==> src/common/nvmsda_pkg.sv <==
// Purpose: Shared constants and types for the nonvolatile status, data and address registers
// Assumes: AXI4-Lite register access, byte address = 4 * register index
// Notes:   Rule summary below
package nvmsda_pkg;

  // ==========================================================================
  // Register indices (byte address is four times the index)
  // ==========================================================================
  localparam logic [5:0] IDX_LOCKS      = 6'h01;
  localparam logic [5:0] IDX_STATUS     = 6'h02;
  localparam logic [5:0] IDX_IRQ_ENABLE = 6'h03;
  localparam logic [5:0] IDX_IRQ_FLAGS  = 6'h04;
  localparam logic [5:0] IDX_DATA_LO    = 6'h06;
  localparam logic [5:0] IDX_DATA_HI    = 6'h07;
  localparam logic [5:0] IDX_ADDR_LO    = 6'h08;
  localparam logic [5:0] IDX_ADDR_MID   = 6'h09;
  localparam logic [5:0] IDX_ADDR_EXT   = 6'h0A;

  // ==========================================================================
  // Field positions
  // ==========================================================================
  localparam int POS_CODE_LOCK  = 0;
  localparam int POS_DATA_LOCK  = 2;
  localparam int POS_FLASH_BUSY = 0;
  localparam int POS_EE_BUSY    = 1;
  localparam int POS_ERR_LO     = 4;
  localparam int POS_IDLE_FLAG  = 0;

  // ==========================================================================
  // Reset values and widths
  // ==========================================================================
  localparam logic [2:0]  RST_ERR       = 3'h0;
  localparam logic [15:0] RST_DATA      = 16'h0000;
  localparam logic [23:0] RST_ADDR      = 24'h000000;
  localparam int          EE_ADDR_BITS  = 8;
  localparam int          FL_ADDR_BITS  = 16;
  localparam int          AXI_AW        = 8;

  // ==========================================================================
  // Error codes and command codes
  // ==========================================================================
  localparam logic [2:0] ERR_NONE        = 3'h0;
  localparam logic [2:0] ERR_UNSUPPORTED = 3'h1;
  localparam logic [2:0] ERR_PROTECTED   = 3'h2;
  localparam logic [2:0] ERR_OVERLAP     = 3'h3;
  localparam logic [6:0] CMD_IDLE        = 7'h00;
  localparam logic [6:0] CMD_NO_OP       = 7'h01;
  localparam logic [1:0] RESP_OKAY       = 2'h0;
  localparam logic [1:0] RESP_SLVERR     = 2'h2;

  // Read channel state, one bit, Gray trivially
  typedef enum logic [0:0] {RD_IDLE = 1'b0, RD_RESP = 1'b1} nvmsda_rd_e;

  // One completed array access reported by the controller
  typedef struct packed {
    logic        valid;
    logic        is_eeprom;
    logic [23:0] addr;
    logic [15:0] data;
  } nvmsda_access_s;

  // One section update request from the controller
  typedef struct packed {
    logic valid;
    logic data_section;
  } nvmsda_update_s;

endpackage

==> src/hw/nvmsda_sync3.sv <==
// Purpose: Three-stage input synchroniser with agreement filter
// Assumes: Input may change at any time relative to the clock
// Notes:   Output follows only when stages two and three agree
`timescale 1ns/1ps
`default_nettype none
module nvmsda_sync3
(
  // Clock and reset
  input  wire logic clk,
  input  wire logic rst,
  // Data
  input  wire logic din,
  output var  logic dout
);
  logic s1_r;
  logic s2_r;
  logic s3_r;

  // ==========================================================================
  // Shift chain; the first stage feeds only the second
  // ==========================================================================
  always_ff @(posedge clk or posedge rst)
  begin
    if (rst)
    begin
      s1_r <= 1'b0;
      s2_r <= 1'b0;
      s3_r <= 1'b0;
      dout <= 1'b0;
    end
    else
    begin
      s1_r <= din;
      s2_r <= s1_r;
      s3_r <= s2_r;
      if (s2_r == s3_r)
        dout <= s3_r; // Filter out a single-cycle disagreement
    end
  end
endmodule // nvmsda_sync3
`default_nettype wire

==> src/hw/nvmsda_regs.sv <==
// Purpose: Status, interrupt, data and address registers of the nonvolatile controller
// Assumes: AXI4-Lite slave, single clock REF_CLK, busy levels arrive asynchronously
// Notes:   Hardware events win over software clears in the same cycle
//
// The AXI4-Lite slave port was decided locally.
`timescale 1ns/1ps
`default_nettype none
module nvmsda_regs
(
  // Clock and reset
  input  wire logic                    REF_CLK,
  input  wire logic                    RST,
  // AXI4-Lite write address and data
  input  wire logic                    S_AXI_AWVALID,
  output var  logic                    S_AXI_AWREADY,
  input  wire logic [7:0]              S_AXI_AWADDR,
  input  wire logic                    S_AXI_WVALID,
  output var  logic                    S_AXI_WREADY,
  input  wire logic [31:0]             S_AXI_WDATA,
  input  wire logic [3:0]              S_AXI_WSTRB,
  // AXI4-Lite write response
  output var  logic                    S_AXI_BVALID,
  input  wire logic                    S_AXI_BREADY,
  output var  logic [1:0]              S_AXI_BRESP,
  // AXI4-Lite read
  input  wire logic                    S_AXI_ARVALID,
  output var  logic                    S_AXI_ARREADY,
  input  wire logic [7:0]              S_AXI_ARADDR,
  output var  logic                    S_AXI_RVALID,
  input  wire logic                    S_AXI_RREADY,
  output var  logic [31:0]             S_AXI_RDATA,
  output var  logic [1:0]              S_AXI_RRESP,
  // Array side status
  input  wire logic                    FLASH_BUSY,
  input  wire logic                    EEPROM_BUSY,
  // Command events from the controller
  input  wire logic                    CMD_STROBE,
  input  wire logic [6:0]              CMD_CODE,
  input  wire logic                    CMD_UNSUPPORTED,
  input  wire nvmsda_pkg::nvmsda_access_s ACCESS,
  input  wire nvmsda_pkg::nvmsda_update_s UPDATE,
  // Outputs to controller and CPU
  output var  logic                    UPDATE_GRANT,
  output var  logic                    UPDATE_REFUSED,
  output var  logic                    APP_CODE_SECTION_LOCK,
  output var  logic                    APP_DATA_SECTION_LOCK,
  output var  logic                    IRQ
);
  import nvmsda_pkg::*;

  // ==========================================================================
  // Declarations
  // ==========================================================================
  logic        fl_busy_s;
  logic        ee_busy_s;
  logic [1:0]  busy_raw;
  logic [1:0]  busy_sync;
  logic [2:0]  err_r;
  logic        irq_en_r;
  logic        idle_flag_r;
  logic [15:0] data_r;
  logic [23:0] addr_r;
  logic [7:0]  aw_addr_r;
  logic [7:0]  w_data_r;
  logic        w_lane0_r;
  logic        wr_go;
  logic        wr_ok;
  logic [5:0]  wr_idx;
  logic        irq_en_nxt;
  logic        idle_flag_nxt;
  logic [2:0]  err_nxt;
  logic        collide;
  logic        refuse;
  nvmsda_rd_e  rd_state_r;

  // Map a byte address to a register index; valid only for aligned mapped words
  function automatic logic idx_ok(input logic [7:0] a);
    logic [5:0] i;
    i = a[7:2];
    idx_ok = (a[1:0] == 2'h0) &&
             (i == IDX_LOCKS || i == IDX_STATUS || i == IDX_IRQ_ENABLE ||
              i == IDX_IRQ_FLAGS || i == IDX_DATA_LO || i == IDX_DATA_HI ||
              i == IDX_ADDR_LO || i == IDX_ADDR_MID || i == IDX_ADDR_EXT);
  endfunction

  // Read value of one register; reserved bits come back as zero
  function automatic logic [7:0] reg_read(input logic [5:0] i, input logic [2:0] e,
                                          input logic ie, input logic fl, input logic [15:0] d,
                                          input logic [23:0] ad, input logic [1:0] bz,
                                          input logic [1:0] lk);
    reg_read = 8'h00;
    case (i)
      IDX_LOCKS:      reg_read = {5'h00, lk[1], 1'b0, lk[0]};
      IDX_STATUS:     reg_read = {1'b0, e, 2'h0, bz[1], bz[0]};
      IDX_IRQ_ENABLE: reg_read = {7'h00, ie};
      IDX_IRQ_FLAGS:  reg_read = {7'h00, fl};
      IDX_DATA_LO:    reg_read = d[7:0];
      IDX_DATA_HI:    reg_read = d[15:8];
      IDX_ADDR_LO:    reg_read = ad[7:0];
      IDX_ADDR_MID:   reg_read = ad[15:8];
      IDX_ADDR_EXT:   reg_read = ad[23:16];
      default:        reg_read = 8'h00;
    endcase
  endfunction

  // ==========================================================================
  // Busy inputs come from the array macros and are resynchronised
  // ==========================================================================
  assign busy_raw = {EEPROM_BUSY, FLASH_BUSY};
  genvar g;
  generate
    for (g = 0; g < 2; g++)
    begin : g_busy_sync
      nvmsda_sync3 u_sync
      (
        .clk  (REF_CLK),
        .rst  (RST),
        .din  (busy_raw[g]),
        .dout (busy_sync[g])
      );
    end
  endgenerate
  assign fl_busy_s = busy_sync[POS_FLASH_BUSY];
  assign ee_busy_s = busy_sync[POS_EE_BUSY];

  // ==========================================================================
  // AXI write channels: address and data taken in either order
  // ==========================================================================
  assign wr_go  = !S_AXI_AWREADY && !S_AXI_WREADY && !S_AXI_BVALID;
  assign wr_ok  = idx_ok(aw_addr_r);
  assign wr_idx = aw_addr_r[7:2];

  always_ff @(posedge REF_CLK or posedge RST)
  begin
    if (RST)
    begin
      S_AXI_AWREADY <= 1'b1;
      S_AXI_WREADY  <= 1'b1;
      S_AXI_BVALID  <= 1'b0;
      S_AXI_BRESP   <= RESP_OKAY;
      aw_addr_r     <= 8'h00;
      w_data_r      <= 8'h00;
      w_lane0_r     <= 1'b0;
    end
    else
    begin
      if (S_AXI_AWVALID && S_AXI_AWREADY)
      begin
        S_AXI_AWREADY <= 1'b0;
        aw_addr_r     <= S_AXI_AWADDR;
      end
      if (S_AXI_WVALID && S_AXI_WREADY)
      begin
        S_AXI_WREADY <= 1'b0;
        w_data_r     <= S_AXI_WDATA[7:0];  // Only the low byte carries register bits
        w_lane0_r    <= S_AXI_WSTRB[0];
      end
      if (wr_go)
      begin
        S_AXI_BVALID <= 1'b1;
        S_AXI_BRESP  <= wr_ok ? RESP_OKAY : RESP_SLVERR;
      end
      else if (S_AXI_BVALID && S_AXI_BREADY)
      begin
        S_AXI_BVALID  <= 1'b0;
        S_AXI_AWREADY <= 1'b1;  // Reopen only after the response is taken
        S_AXI_WREADY  <= 1'b1;
      end
    end
  end

  // ==========================================================================
  // AXI read channel: data one cycle after the address is taken
  // ==========================================================================
  always_ff @(posedge REF_CLK or posedge RST)
  begin
    if (RST)
    begin
      rd_state_r    <= RD_IDLE;
      S_AXI_ARREADY <= 1'b1;
      S_AXI_RVALID  <= 1'b0;
      S_AXI_RDATA   <= 32'h00000000;
      S_AXI_RRESP   <= RESP_OKAY;
    end
    else
    begin
      case (rd_state_r)
        RD_IDLE:
          if (S_AXI_ARVALID)
          begin
            rd_state_r    <= RD_RESP;
            S_AXI_ARREADY <= 1'b0;
            S_AXI_RVALID  <= 1'b1;
            S_AXI_RRESP   <= idx_ok(S_AXI_ARADDR) ? RESP_OKAY : RESP_SLVERR;
            S_AXI_RDATA   <= {24'h000000, idx_ok(S_AXI_ARADDR) ?
                             reg_read(S_AXI_ARADDR[7:2], err_r, irq_en_r, idle_flag_r, data_r,
                                      addr_r, busy_sync,
                                      {APP_DATA_SECTION_LOCK, APP_CODE_SECTION_LOCK}) : 8'h00};
          end
        RD_RESP:
          if (S_AXI_RREADY)
          begin
            rd_state_r    <= RD_IDLE;
            S_AXI_ARREADY <= 1'b1;
            S_AXI_RVALID  <= 1'b0;
          end
        default:
          rd_state_r <= RD_IDLE;
      endcase
    end
  end

  // ==========================================================================
  // Section locks: set by a write of one, only reset clears them
  // ==========================================================================
  always_ff @(posedge REF_CLK or posedge RST)
  begin
    if (RST)
    begin
      APP_CODE_SECTION_LOCK <= 1'b0;
      APP_DATA_SECTION_LOCK <= 1'b0;
    end
    else if (wr_go && wr_ok && w_lane0_r && wr_idx == IDX_LOCKS)
    begin
      if (w_data_r[POS_CODE_LOCK])
        APP_CODE_SECTION_LOCK <= 1'b1;
      if (w_data_r[POS_DATA_LOCK])
        APP_DATA_SECTION_LOCK <= 1'b1;
    end
  end

  // ==========================================================================
  // Section update arbitration against the locks
  // ==========================================================================
  assign refuse = UPDATE.data_section ? APP_DATA_SECTION_LOCK
                                      : APP_CODE_SECTION_LOCK;

  always_ff @(posedge REF_CLK or posedge RST)
  begin
    if (RST)
    begin
      UPDATE_GRANT   <= 1'b0;
      UPDATE_REFUSED <= 1'b0;
    end
    else
    begin
      UPDATE_GRANT   <= UPDATE.valid && !refuse;
      UPDATE_REFUSED <= UPDATE.valid && refuse;
    end
  end

  // ==========================================================================
  // Error field: latest event wins, and any event beats a software write
  // ==========================================================================
  assign collide = CMD_STROBE && CMD_CODE != CMD_IDLE && CMD_CODE != CMD_NO_OP &&
                   (fl_busy_s || ee_busy_s);

  always_comb
  begin
    err_nxt = err_r;
    if (wr_go && wr_ok && w_lane0_r && wr_idx == IDX_STATUS)
      err_nxt = w_data_r[POS_ERR_LO +: 3];
    if (CMD_UNSUPPORTED)
      err_nxt = ERR_UNSUPPORTED;
    if (UPDATE.valid && refuse)
      err_nxt = ERR_PROTECTED;
    if (collide)
      err_nxt = ERR_OVERLAP;
  end

  always_ff @(posedge REF_CLK or posedge RST)
  begin
    if (RST)
      err_r <= RST_ERR;
    else
      err_r <= err_nxt;
  end

  // ==========================================================================
  // Interrupt enable, idle flag and level interrupt
  // ==========================================================================
  always_comb
  begin
    irq_en_nxt    = irq_en_r;
    idle_flag_nxt = idle_flag_r;
    if (wr_go && wr_ok && w_lane0_r && wr_idx == IDX_IRQ_ENABLE)
      irq_en_nxt = w_data_r[POS_IDLE_FLAG];
    if (wr_go && wr_ok && w_lane0_r && wr_idx == IDX_IRQ_FLAGS && w_data_r[POS_IDLE_FLAG])
      idle_flag_nxt = 1'b0;
    if (!ee_busy_s)
      idle_flag_nxt = 1'b1;       // Setting wins over the clear
  end

  // Interrupt is computed from next values so a disable drops it at once
  always_ff @(posedge REF_CLK or posedge RST)
  begin
    if (RST)
    begin
      irq_en_r    <= 1'b0;
      idle_flag_r <= 1'b0;
      IRQ         <= 1'b0;
    end
    else
    begin
      irq_en_r    <= irq_en_nxt;
      idle_flag_r <= idle_flag_nxt;
      IRQ         <= irq_en_nxt && idle_flag_nxt;
    end
  end

  // ==========================================================================
  // Data and address words; a completed access beats a software write
  // ==========================================================================
  always_ff @(posedge REF_CLK or posedge RST)
  begin
    if (RST)
    begin
      data_r <= RST_DATA;
      addr_r <= RST_ADDR;
    end
    else if (ACCESS.valid)
    begin
      if (ACCESS.is_eeprom)
      begin
        data_r <= {8'h00, ACCESS.data[7:0]};
        addr_r <= {{(24 - EE_ADDR_BITS){1'b0}}, ACCESS.addr[EE_ADDR_BITS-1:0]};
      end
      else
      begin
        data_r <= ACCESS.data;
        addr_r <= {{(24 - FL_ADDR_BITS){1'b0}}, ACCESS.addr[FL_ADDR_BITS-1:0]};
      end
    end
    else if (wr_go && wr_ok && w_lane0_r)
    begin
      case (wr_idx)
        IDX_DATA_LO:  data_r[7:0]   <= w_data_r;
        IDX_DATA_HI:  data_r[15:8]  <= w_data_r;
        IDX_ADDR_LO:  addr_r[7:0]   <= w_data_r;
        IDX_ADDR_MID: addr_r[15:8]  <= w_data_r;
        IDX_ADDR_EXT: addr_r[23:16] <= w_data_r;
        default:      data_r        <= data_r;
      endcase
    end
  end

  // ==========================================================================
  // Assertions
  // ==========================================================================
  property p_code_lock_sticky;
    @(posedge REF_CLK) disable iff (RST) APP_CODE_SECTION_LOCK |=> APP_CODE_SECTION_LOCK;
  endproperty
  a_code_lock_sticky: assert property (p_code_lock_sticky) else $error("code lock dropped");

  property p_data_lock_refuse;
    @(posedge REF_CLK) disable iff (RST)
      (UPDATE.valid && UPDATE.data_section && APP_DATA_SECTION_LOCK) |=> UPDATE_REFUSED && !UPDATE_GRANT;
  endproperty
  a_data_lock_refuse: assert property (p_data_lock_refuse) else $error("data update not refused");

  property p_collision_code;
    @(posedge REF_CLK) disable iff (RST) collide |=> err_r == ERR_OVERLAP;
  endproperty
  a_collision_code: assert property (p_collision_code) else $error("collision not recorded");

  property p_protect_code;
    @(posedge REF_CLK) disable iff (RST) (UPDATE.valid && refuse && !collide) |=> err_r == ERR_PROTECTED;
  endproperty
  a_protect_code: assert property (p_protect_code) else $error("protect code wrong");

  property p_err_clear;
    @(posedge REF_CLK) disable iff (RST)
      (wr_go && wr_ok && w_lane0_r && wr_idx == IDX_STATUS && w_data_r[6:4] == 3'h0 &&
       !CMD_UNSUPPORTED && !UPDATE.valid && !collide) |=> err_r == ERR_NONE;
  endproperty
  a_err_clear: assert property (p_err_clear) else $error("error field not cleared");

  property p_flag_while_idle;
    @(posedge REF_CLK) disable iff (RST) !ee_busy_s |=> idle_flag_r;
  endproperty
  a_flag_while_idle: assert property (p_flag_while_idle) else $error("idle flag not set");

  property p_irq_level;
    @(posedge REF_CLK) disable iff (RST) IRQ == (irq_en_r && idle_flag_r);
  endproperty
  a_irq_level: assert property (p_irq_level) else $error("interrupt level mismatch");

  property p_irq_disable;
    @(posedge REF_CLK) disable iff (RST)
      (wr_go && wr_ok && w_lane0_r && wr_idx == IDX_IRQ_ENABLE && !w_data_r[0]) |=> !IRQ;
  endproperty
  a_irq_disable: assert property (p_irq_disable) else $error("interrupt not dropped");

  property p_ee_data_low;
    @(posedge REF_CLK) disable iff (RST) (ACCESS.valid && ACCESS.is_eeprom) |=> data_r[15:8] == 8'h00;
  endproperty
  a_ee_data_low: assert property (p_ee_data_low) else $error("EEPROM data high byte used");

  property p_ee_addr_mask;
    @(posedge REF_CLK) disable iff (RST)
      (ACCESS.valid && ACCESS.is_eeprom) |=> addr_r == {16'h0000, $past(ACCESS.addr[7:0])};
  endproperty
  a_ee_addr_mask: assert property (p_ee_addr_mask) else $error("address not masked");

  property p_status_read;
    @(posedge REF_CLK) disable iff (RST)
      (S_AXI_ARVALID && S_AXI_ARREADY && S_AXI_ARADDR == {IDX_STATUS, 2'h0})
      |=> S_AXI_RDATA[1:0] == $past(busy_sync) && S_AXI_RDATA[7] == 1'b0 && S_AXI_RDATA[3:2] == 2'h0;
  endproperty
  a_status_read: assert property (p_status_read) else $error("status read wrong");

  c_collision: cover property (@(posedge REF_CLK) disable iff (RST) collide);
  c_irq_raise: cover property (@(posedge REF_CLK) disable iff (RST) !IRQ ##1 IRQ);
  c_refused:   cover property (@(posedge REF_CLK) disable iff (RST) UPDATE_REFUSED);
  c_ee_access: cover property (@(posedge REF_CLK) disable iff (RST) ACCESS.valid && ACCESS.is_eeprom);

endmodule // nvmsda_regs
`default_nettype wire

==> config.mk <==
export PLATFORM = sky130hd
export DESIGN_NAME = nvmsda_regs
export DESIGN_NICKNAME = d
export VERILOG_FILES = /design/src/common/nvmsda_pkg.sv /design/src/hw/nvmsda_sync3.sv /design/src/hw/nvmsda_regs.sv
export SDC_FILE = /design/constraint.sdc
export NUM_CORES = 1
export LEC_CHECK = 0
export BUFFER_PORTS_ARGS = -buffer_cell sky130_fd_sc_hd__buf_4
export CAP_MARGIN = 10
export CORE_MARGIN = 1.5
export CORE_UTILIZATION = 54
export CTS_BUF_LIST = sky130_fd_sc_hd__clkbuf_16
export CTS_CLUSTER_SIZE = 28
export DETAILED_ROUTE_END_ITERATION = 8
export PLACE_DENSITY = 0.84
export SETUP_SLACK_MARGIN = 0.2
export SLEW_MARGIN = 20
export SYNTH_ARGS = -nofsm -noshare
export SYNTH_HDL_FRONTEND = slang
export SYNTH_SLANG_ARGS = --single-unit
==> constraint.sdc <==
create_clock -name REF_CLK -period 5.79 [get_ports REF_CLK]
set_input_delay 0.8685 -clock REF_CLK [delete_from_list [all_inputs] [get_ports REF_CLK]]
set_output_delay 0.8685 -clock REF_CLK [all_outputs]
set_load 0.1 [all_outputs]
# Yosys cells after proc, flatten, opt, wreduce, memory -nomap -nowiden
# Cells that the tools add are included.
dict set report classes {
  n_eq_ne 23
  mux 40
  bitwise_logic 1
  reduce_logical 61
}
# cell n
set op_table {}
lappend op_table {{8-bit one-hot mux with 9 select lines} 1}
lappend op_table {{16-bit 2-to-1 mux} 4}
lappend op_table {{24-bit 2-to-1 mux} 2}
lappend op_table {{8-bit 2-to-1 mux} 6}
lappend op_table {{6-bit by 3-bit equality test with 1-bit output, second input constant} 6}
lappend op_table {{6-bit by 4-bit equality test with 1-bit output, second input constant} 6}
lappend op_table {{6-bit by 2-bit equality test with 1-bit output, second input constant} 4}
lappend op_table {{1-bit logical AND} 20}
lappend op_table {{1-bit 2-to-1 mux} 18}
lappend op_table {{2-bit AND reduction} 9}
lappend op_table {{1-bit logical OR} 17}
lappend op_table {{2-bit nonzero test} 7}
lappend op_table {{6-bit by 1-bit equality test with 1-bit output, second input constant} 2}
lappend op_table {{3-bit 2-to-1 mux} 4}
lappend op_table {{7-bit by 1-bit != test with 1-bit output, second input constant} 1}
lappend op_table {{7-bit nonzero test} 1}
lappend op_table {{1-bit one-hot mux with 2 select lines} 3}
lappend op_table {{1-bit zero test} 4}
lappend op_table {{2-bit zero test} 2}
lappend op_table {{2-bit 2-to-1 mux} 2}
lappend op_table {{2-bit != test, second input constant} 2}
lappend op_table {{4-bit nonzero test} 1}
lappend op_table {{1-bit equality test} 2}
lappend op_table {{1-bit NOT} 1}
dict set report word_totals {
  reg_bits 93
  inputBits 114
  output_inout_bits 46
  wordCells 158
}

# Depth between registers and ports, before layout
# Gate-level depths: netlist of the first run.
dict set report depth {
  depth_word 17
  mapped_depth 6
  mapped_depth_nobuf 4
}

# Hierarchy
# Synthesis of the first run repeated with hierarchy kept, for this count alone.
dict set report hier_totals {
  cells_unflattened 441
  area_unflattened_um2 4534.3
}
# module n_inst cells_per_inst area_each_um2 seq_area_each_um2
set by_module_without_submodules {}
lappend by_module_without_submodules {nvmsda_regs 1 429 4304.1 2080.7}
lappend by_module_without_submodules {nvmsda_sync3 2 6 115.1 100.1}

# Least setup slack after synthesis of the first run
# No wires, ideal clock.
dict set report synth_path {
  kind {register to register}
  from {reg S_AXI_BVALID}
  to {reg data_r[9]}
  setup_time_ns 0.129
  arrival_time_ns 2.342
  t_required_ns 5.661
  slack_ns 3.319
  path_stages_with_launch 6
  path_cell_list {dfrtp_1 or3_1 clkbuf_1 nor4_4 mux2i_1 o21ai_2}
}
dict set report synth_between {
  elab_chain_cells 6
}
# item line_no
set synth_rtl {}
lappend synth_rtl {{start: declaration} nvmsda_regs.sv:22} ;# output var logic S_AXI_BVALID,
lappend synth_rtl {{start signal: assignment} nvmsda_regs.sv:139} ;# S_AXI_BVALID <= 1'b0;
lappend synth_rtl {{start signal: assignment} nvmsda_regs.sv:160} ;# S_AXI_BVALID <= 1'b1;
lappend synth_rtl {{start signal: assignment} nvmsda_regs.sv:165} ;# S_AXI_BVALID <= 1'b0;
lappend synth_rtl {{1-bit zero test} nvmsda_regs.sv:129} ;# assign wr_go = !S_AXI_AWREADY && !S_AXI_WREADY && !S_AXI_BVALID;
lappend synth_rtl {{1-bit logical AND} nvmsda_regs.sv:129}
lappend synth_rtl {{1-bit logical AND (2 in series)} nvmsda_regs.sv:334} ;# else if (wr_go && wr_ok && w_lane0_r)
lappend synth_rtl {{2-bit nonzero test (no line)} -}
lappend synth_rtl {{2-bit AND reduction (no line)} -}
lappend synth_rtl {{end signal: assignment} nvmsda_regs.sv:330} ;# data_r <= ACCESS.data;
lappend synth_rtl {{end signal: assignment} nvmsda_regs.sv:338} ;# IDX_DATA_HI: data_r[15:8] <= w_data_r;
lappend synth_rtl {{end signal: assignment} nvmsda_regs.sv:342} ;# default: data_r <= data_r;
lappend synth_rtl {{end: declaration} nvmsda_regs.sv:61} ;# logic [15:0] data_r;
# Every way passes these cells.
# A chain may end at the register's enable or synchronous reset.

# Worst setup path in the final report of the first run
dict set report layout_path {
  from {in ACCESS[41] (netlist name)}
  to {reg addr_r[8]}
}
dict set report layout_between {
  elab_chain_cells 2
  elab_cells_between_ends 4
  cone_classes {mux: 1; reduce/logical: 3}
}
# item line_no
set layout_rtl {}
lappend layout_rtl {{start: declaration} nvmsda_regs.sv:40} ;# input wire nvmsda_pkg::nvmsda_access_s ACCESS,
lappend layout_rtl {{2-bit nonzero test (no line)} -}
lappend layout_rtl {{2-bit AND reduction (no line)} -}
lappend layout_rtl {{end signal: assignment} nvmsda_regs.sv:326} ;# addr_r <= {{(24 - EE_ADDR_BITS){1'b0}}, ACCESS.addr[EE_ADDR_BITS-1:0]};
lappend layout_rtl {{end signal: assignment} nvmsda_regs.sv:331} ;# addr_r <= {{(24 - FL_ADDR_BITS){1'b0}}, ACCESS.addr[FL_ADDR_BITS-1:0]};
lappend layout_rtl {{end signal: assignment} nvmsda_regs.sv:340} ;# IDX_ADDR_MID: addr_r[15:8] <= w_data_r;
lappend layout_rtl {{end: declaration} nvmsda_regs.sv:62} ;# logic [23:0] addr_r;
# Parallel ways exist; a longest one is shown, timed or not.

==> metrics.md, run 1 <==
| Metric | Value |
|---|---|
| Placement Cell Area | `5230 µm²` |
| Hold buffer count at cts | `0` |
| Synth top area cells | `dfrtp_1 (48%), mux2i_1 (6.4%), mux2_2 (6.2%)` |
| Worst setup margin | `2820 ps` |
| Critical-path top delay cell | `nor2_1` |
| Layout cells sized above 1 | `28.8%` |
| Worst Path Buf+Inv | `2` |
| Seq/Total Area, Yosys | `49.9%` |
| Routed via count | `3602` |
| Detailed Routing Iterations Pass 1 | `5` |
| Clk_lat worst skew | `340 ps` |
| Crit path kind | `in -> reg` |
| Syn Area/Cell | `10.6 µm²` |
| P&R area growth vs syn | `21.4%` |
| Post-synth EDFFs | `0` |
| VDD IR max | `0.000480 V` |
| DP Worst Slack | `2480 ps` |
| Post-layout util | `67.5%` |
| DR WL/cell | `16.8 µm` |
| Critical Path Max Stage Delay | `1000 ps` |
| Post-synth ARST share | `100%` |
| CTS tree | `built` |
| Largest net degree at the start of global routing | `92` |
| Detailed-route vias per instance | `5.75` |
| Most frequent cells after synthesis | `dfrtp_1 (88), o21ai_0 (37), nand2_1 (32), mux2i_1 (29), buf_4 (26)` |
| Multi-input logic area | `2050 µm²` |
| WL final | `10500 µm` |
| Fin area | `5550 µm²` |
| Power per cell area | `388 nW/µm²` |
| Crit path max-delay family | `simple AND/OR/NAND/NOR gates` |
| Setup violators final | `0` |
| Max Slew Vio Count | `0` |
| Cell taking the most area after synthesis | `dfrtp_1` |
| Gr usage total | `24.6%` |
| First-pass GRT wire length | `16900 µm` |
| Max-Cap Viols | `0` |
| Chip height | `95.0 µm` |
| Crit share post-route | `51.3%` |
| Actual slew at the worst max-slew pin | `1060 ps` |
| Crit path launch type | `input port` |
| PortBufs | `97` |
| Fillers | `632` |
| Total grt overflow | `0` |
| DR DRC count | `0` |
| Die X-Extent | `95.0 µm` |
| Top-count cell post-synth | `dfrtp_1` |
| Minimum clock period | `2970 ps` |
| Iter 0 DRT Violations | `219` |
| DIE AREA | `9020 µm²` |
| YS warnings | `0` |
| Storage element area | `2280 µm²` |
| Cells after synthesis | `433` |
| Seq cells post-synth | `91` |
| Max Freq | `0.337 GHz` |
| CTS H-tree lvls | `3` |
| Share of power burned in registers | `42.8%` |
| Int Power | `0.00133 W` |
| Setup TNS | `0 ps` |
| Mapped cell area | `4570 µm²` |
| Fin Clk Skew | `6.17 ps` |
| Clock sink total | `91` |
| Psw | `0.000817 W` |
| Worst Path Max Fanout | `42` |
| Placer congestion estimate | `0.828` |
| Post-DRT Antenna Nets | `0` |
| CTS Buf Count | `9` |
| Max clock buf depth | `2` |
| Initial Utilization | `55.6%` |
| Worst EP arrival | `3230 ps` |
| Initial antenna violation count | `0` |
| Setup crit end kind | `register` |
| Outcome | `finished clean` |
| Combinational power share | `28.8%` |
| Final net count | `630` |
| Hold Vio Cnt, Final | `0` |
| Net Sw Frac | `38.0%` |
| Synth Flop Type | `dfrtp_1` |
| HP Class | `reg -> reg` |
| DP HPWL | `7480 µm` |
| I/O Pins | `160` |
| Vias in the first global route | `3417` |
| Synth top area share | `48.2%` |
| Ant diodes | `0` |
| CTS root buffer | `clkbuf_16` |
| FP Rows | `33` |
| RSZ-0062 raised after global routing | `false` |
| Worst-path clk slew | `60 ps` |
| Post-synthesis cell type count | `57` |
| Part of the power in the clock network | `28.4%` |
| Worst path required time | `6050 ps` |
| CORE AREA | `8220 µm²` |
| Max-slew headroom | `29.1%` |
| Leakage | `2.54 nW` |
| Critical Path, Cell by Cell | `buf_4, clkinv_1, nor2_1, a22oi_1, a21oi_1` |
| Post-CTS Setup Bufs | `0` |
| CTS resizes | `0` |
sequential cells by signal (all words and copies together), names as in the netlist, 2 cells and up:
signal	cells
addr_r	24
data_r	16
g_busy_sync.u_sync.s1_r	2
g_busy_sync.u_sync.s2_r	2
g_busy_sync.u_sync.s3_r	2
aw_addr_r	8
g_busy_sync.u_sync.dout	2
err_r	3
S_AXI_RDATA	8
w_data_r	8
path summary, 6_finish.rpt:
kind / from / endpoint / slack [ps] / depth (start not counted)
max: ACCESS[41] / addr_r[8]$_DFFE_PP0P_ / 2820 / 5
min: g_busy_sync[0].u_sync.s1_r$_DFF_PP0_ / g_busy_sync[0].u_sync.s2_r$_DFF_PP0_ / 350 / 0
max reg2reg: aw_addr_r[3]$_DFFE_PP0P_ / data_r[3]$_DFFE_PP0P_ / 3460 / 4
min reg2reg: g_busy_sync[0].u_sync.s1_r$_DFF_PP0_ / g_busy_sync[0].u_sync.s2_r$_DFF_PP0_ / 350 / 0
max in group asynchronous: RST / aw_addr_r[2]$_DFFE_PP0P_ / 4480 / 3
min in group asynchronous: RST / UPDATE_REFUSED$_DFF_PP0_ / 740 / 3
power by group through the flow:
stage	Clock, W	Sequential (W)	Combinational [W]
2_1_floorplan	0	0.000995	0.000393
3_3_place_gp	0	0.000916	0.000601
3_5_place_dp	0	0.000925	0.000617
4_1_cts	0.000616	0.000915	0.000622
5_1_grt	0.000643	0.000941	0.000664
6_report	0.000610	0.000920	0.000620
cell usage in the layout, fill, tap and decap left out, types with 4 or more instances in the layout:
cell,count
a21oi_1,21
a222oi_1,4
a22oi_1,9
a2bb2oi_1,8
a31oi_1,9
buf_4,97
clkbuf_16,9
conb_1,26
dfrtp_1,88
inv_1,9
mux2_2,25
mux2i_1,29
nand2_1,32
nand2b_1,5
nand3_1,12
nor2_1,16
nor4_1,6
o21ai_0,37
o21ai_1,8
o2bb2ai_1,8
layout make-up:
class                   count  area share, %
clock buffers               9           4.06
clock inverters             7           1.53
inverters                  10          0.699
repair buffers             98           13.3
flip-flops and latches     91           41.1
well taps                 105           2.37
multi-input cells         306           36.9
worst reg2reg max path, delay by kind of cell (launching register included):
kind | cells | cell delay, ps
AO/OA/AOI/OAI | 1 | 100
multiplexers | 1 | 250
AND/OR/NAND/NOR | 2 | 1240
flip-flops | 1 | 590
per-stage QoR:
stage / hold slack [ps] / cells / total power, W
2_1_floorplan: 331 / 458 / 0.00139
3_3_place_gp: 335 / 610 / 0.00152
3_5_place_dp: 335 / 610 / 0.00154
4_1_cts: 349 / 626 / 0.00215
5_1_grt: 359 / 626 / 0.00225
6_report: 349 / 626 / 0.00215
cell families (layout without fill, tap and decap cells):
group	Yosys count	count (layout)	share of synthesized area [%]
AO/OA/AOI/OAI	118	118	16.8
AND/OR/NAND/NOR	105	105	12.7
flip-flops	91	91	49.9
buffers and inverters	61	124	7.37
multiplexers	54	54	12.5
adder cells (fa/ha/maj)	2	2	0.438
other	1	26	0.0821
XOR/XNOR	1	1	0.192
layer usage:
metal / vias up / GRT usage [%] / part of all wire (%)
li1: 1692 / - / -
met1: 1742 / 33.8 / 42
met2: 153 / 40.4 / 49
met3: 15 / 3.38 / 7.2
met4: 0 / 7.84 / 1.5
met5: - / 0 / 0
(Power assumes the default switching activity.)
==> run 2: changes to the inputs <==
--- a/config.mk
+++ b/config.mk
@@ -5,14 +5,15 @@
 export SDC_FILE = /design/constraint.sdc
 export NUM_CORES = 1
 export LEC_CHECK = 0
+export ABC_AREA = 1
 export BUFFER_PORTS_ARGS = -buffer_cell sky130_fd_sc_hd__buf_4
 export CAP_MARGIN = 10
 export CORE_MARGIN = 1.5
-export CORE_UTILIZATION = 54
+export CORE_UTILIZATION = 46
 export CTS_BUF_LIST = sky130_fd_sc_hd__clkbuf_16
 export CTS_CLUSTER_SIZE = 28
 export DETAILED_ROUTE_END_ITERATION = 8
-export PLACE_DENSITY = 0.84
+export PLACE_DENSITY = 0.76
 export SETUP_SLACK_MARGIN = 0.2
 export SLEW_MARGIN = 20
 export SYNTH_ARGS = -nofsm -noshare
==> constraint.sdc (replaced) <==
create_clock -name REF_CLK -period 2.4 [get_ports REF_CLK]
set_input_delay 0.36 -clock REF_CLK [delete_from_list [all_inputs] [get_ports REF_CLK]]
set_output_delay 0.36 -clock REF_CLK [all_outputs]
set_load 0.1 [all_outputs]
==> metrics.md, run 2 <==
| Metric | Value |
|---|---|
| Most common cell after layout, fill and taps aside | `nand2_1` |
| Fillers | `945` |
| Synth Flop Type | `dfrtp_1` |
| Placement Cell Area | `5520 µm²` |
| PortBufs | `97` |
| Clk_lat worst skew | `340 ps` |
| Max-Cap Viols | `0` |
| Layout cells sized above 1 | `20.8%` |
| Worst path required time | `2670 ps` |
| FP Rows | `36` |
| Final net count | `816` |
| Post-DRT Antenna Nets | `0` |
| CORE AREA | `9910 µm²` |
| Initial antenna violation count | `0` |
| Max Freq | `0.550 GHz` |
| Total grt overflow | `0` |
| Chip height | `105 µm` |
| Detailed Routing Iterations Pass 1 | `5` |
| Largest net degree at the start of global routing | `92` |
| Worst EP arrival | `2090 ps` |
| DIE AREA | `10900 µm²` |
| Post-synth ARST share | `100%` |
| Setup violators final | `0` |
| Clock sink total | `91` |
| Vias in the first global route | `4192` |
| First-pass GRT wire length | `19900 µm` |
| Actual slew at the worst max-slew pin | `635 ps` |
| Crit path kind | `reg -> reg` |
| CTS tree | `built` |
| Worst-path clk slew | `60 ps` |
| Syn Area/Cell | `7.84 µm²` |
| Die X-Extent | `105 µm` |
| Gr usage total | `22.9%` |
| P&R area growth vs syn | `22.0%` |
| Placer congestion estimate | `0.882` |
| WL final | `12000 µm` |
| Cells after synthesis | `606` |
| CTS resizes | `0` |
| Power per cell area | `843 nW/µm²` |
| I/O Pins | `160` |
| Most frequent cells in the layout | `nand2_1 (191), buf_4 (98), dfrtp_1 (88)` |
| DR DRC count | `0` |
| Max clock buf depth | `2` |
| Detailed-route vias per instance | `5.16` |
| Synth top area share | `46.4%` |
| Seq cells post-synth | `91` |
| Top-count cell post-synth | `nand2_1` |
| VDD IR max | `0.00120 V` |
| Max FFs per register | `24` |
| Outcome | `finished clean` |
| Combinational power share | `31.1%` |
| HP Class | `in -> reg` |
| DP HPWL | `8850 µm` |
| Hold Vio Cnt, Final | `0` |
| Int Power | `0.00295 W` |
| Initial Utilization | `47.9%` |
| Post-synth EDFFs | `0` |
| Biggest regs | `addr_r: 24 flops, data_r: 16 flops` |
| DR WL/cell | `14.3 µm` |
| Synth top area cells | `dfrtp_1 (46%), nand2_1 (15%), nand3_1 (7.9%)` |
| Minimum clock period | `1820 ps` |
| CTS root buffer | `clkbuf_16` |
| Setup crit end kind | `register` |
| Cell taking the most area after synthesis | `dfrtp_1` |
| Fin area | `5790 µm²` |
| Max Slew Vio Count | `0` |
| Mapped cell area | `4750 µm²` |
| RSZ-0062 raised after global routing | `false` |
| Hold buffer count at cts | `0` |
| Most frequent cells after synthesis | `nand2_1 (191), dfrtp_1 (88), nand3_1 (75), inv_1 (65), nor2_1 (46)` |
| CTS Buf Count | `9` |
| Max-slew headroom | `57.4%` |
| Post-CTS Setup Bufs | `0` |
| Net Sw Frac | `39.6%` |
| Largest Register | `addr_r` |
| Routed via count | `4336` |
| YS warnings | `0` |
| Crit share post-route | `75.8%` |
| Iter 0 DRT Violations | `287` |
| Seq/Total Area, Yosys | `48.0%` |
| Post-synthesis cell type count | `34` |
| Part of the power in the clock network | `26.4%` |
| CTS H-tree lvls | `3` |
| Fin Clk Skew | `10.4 ps` |
| Ant diodes | `0` |
| Fin Hold WS | `126 ps` |
| Leakage | `3.15 nW` |
| Share of power burned in registers | `42.5%` |
| Worst Path Max Fanout | `7` |
| Psw | `0.00194 W` |
| Setup TNS | `0 ps` |
| Crit path launch type | `register` |
==> run 2: changes by cell type in the layout (fill, tap and decap cells not counted), sizes merged, moves of 8 or more <==
| cell | before | now |
|---|---|---|
| a2bb2oi | 8 | 0 |
| a31oi | 9 | 0 |
| inv | 9 | 67 |
| mux2 | 25 | 8 |
| mux2i | 29 | 0 |
| nand2 | 32 | 193 |
| nand3 | 12 | 81 |
| nand4 | 3 | 12 |
| nor2 | 16 | 52 |
| nor4 | 8 | 0 |
| o21ai | 47 | 27 |
| o2bb2ai | 8 | 0 |
==> run 2: final cells by class <==
cell class | instances | area, µm² | share of cell area (%)
well taps | 133 | 166 | 2.87
clock buffers | 9 | 225 | 3.89
multi-input cells | 433 | 2060 | 35.6
inverters | 68 | 259 | 4.47
repair buffers | 99 | 756 | 13.0
clock inverters | 7 | 45.0 | 0.778
flip-flops and latches | 91 | 2280 | 39.4
==> run 2: cell families after synthesis <==
family                     Yosys count  share of synthesized area, %
DFF                                 91                          48.0
AOI/OAI and AO/OA                   50                          5.72
buffers and inverters              107                          10.6
adders and majority gates            2                         0.422
and+or+nand+nor                    347                          33.3
muxes                                8                          1.90
other                                1                        0.0790
==> run 2: worst paths after layout <==
| kind | to | from | cells after the start | slack (ps) |
|---|---|---|---|---|
| worst max-delay path | data_r[1]$_DFFE_PP0P_ | S_AXI_BVALID$_DFFE_PP0P_ | 7 | 580 |
| worst min-delay path | g_busy_sync[0].u_sync.s1_r$_DFF_PP0_ | FLASH_BUSY | 1 | 130 |
| worst max register to register | data_r[1]$_DFFE_PP0P_ | S_AXI_BVALID$_DFFE_PP0P_ | 7 | 580 |
| worst min register to register | g_busy_sync[0].u_sync.s2_r$_DFF_PP0_ | g_busy_sync[0].u_sync.s1_r$_DFF_PP0_ | 0 | 350 |
| max in group asynchronous | S_AXI_WREADY$_DFF_PP1_ | RST | 3 | 1860 |
| min in group asynchronous | w_data_r[5]$_DFFE_PP0P_ | RST | 3 | 150 |
==> run 2: power groups by stage <==
stage	clock network [W]	logic [W]	registers [W]
after floorplan	0	0.000939	0.00229
after global placement	0	0.00147	0.00208
after detailed placement	0	0.00151	0.00210
after CTS	0.00130	0.00152	0.00208
after global routing	0.00137	0.00165	0.00211
final	0.00129	0.00152	0.00208
==> run 2: per-stage QoR <==
stage,total power [W],setup slack (ps),cells,utilization (%)
2_1_floorplan,0.00323,453,631,-
3_3_place_gp,0.00355,584,824,55.7
5_1_grt,0.00514,391,840,58.4
6_report,0.00488,581,840,58.4
3_5_place_dp,0.00361,546,824,55.7
4_1_cts,0.00490,572,840,58.4
==> run 2: layer usage <==
metal,wire [µm],global-route usage (%)
met5,0,0
met4,157,8.51
met3,887,3.18
met2,5740,36.7
met1,5210,31.8
==> run 2: critical path: stages (launching register included) <==
cell     delay (ps)
dfrtp_1         410
inv_1           100
nand3_2         130
nor3_4          260
nand3_2         160
nor2_1          440
nand2_1         130
nand3_1         120
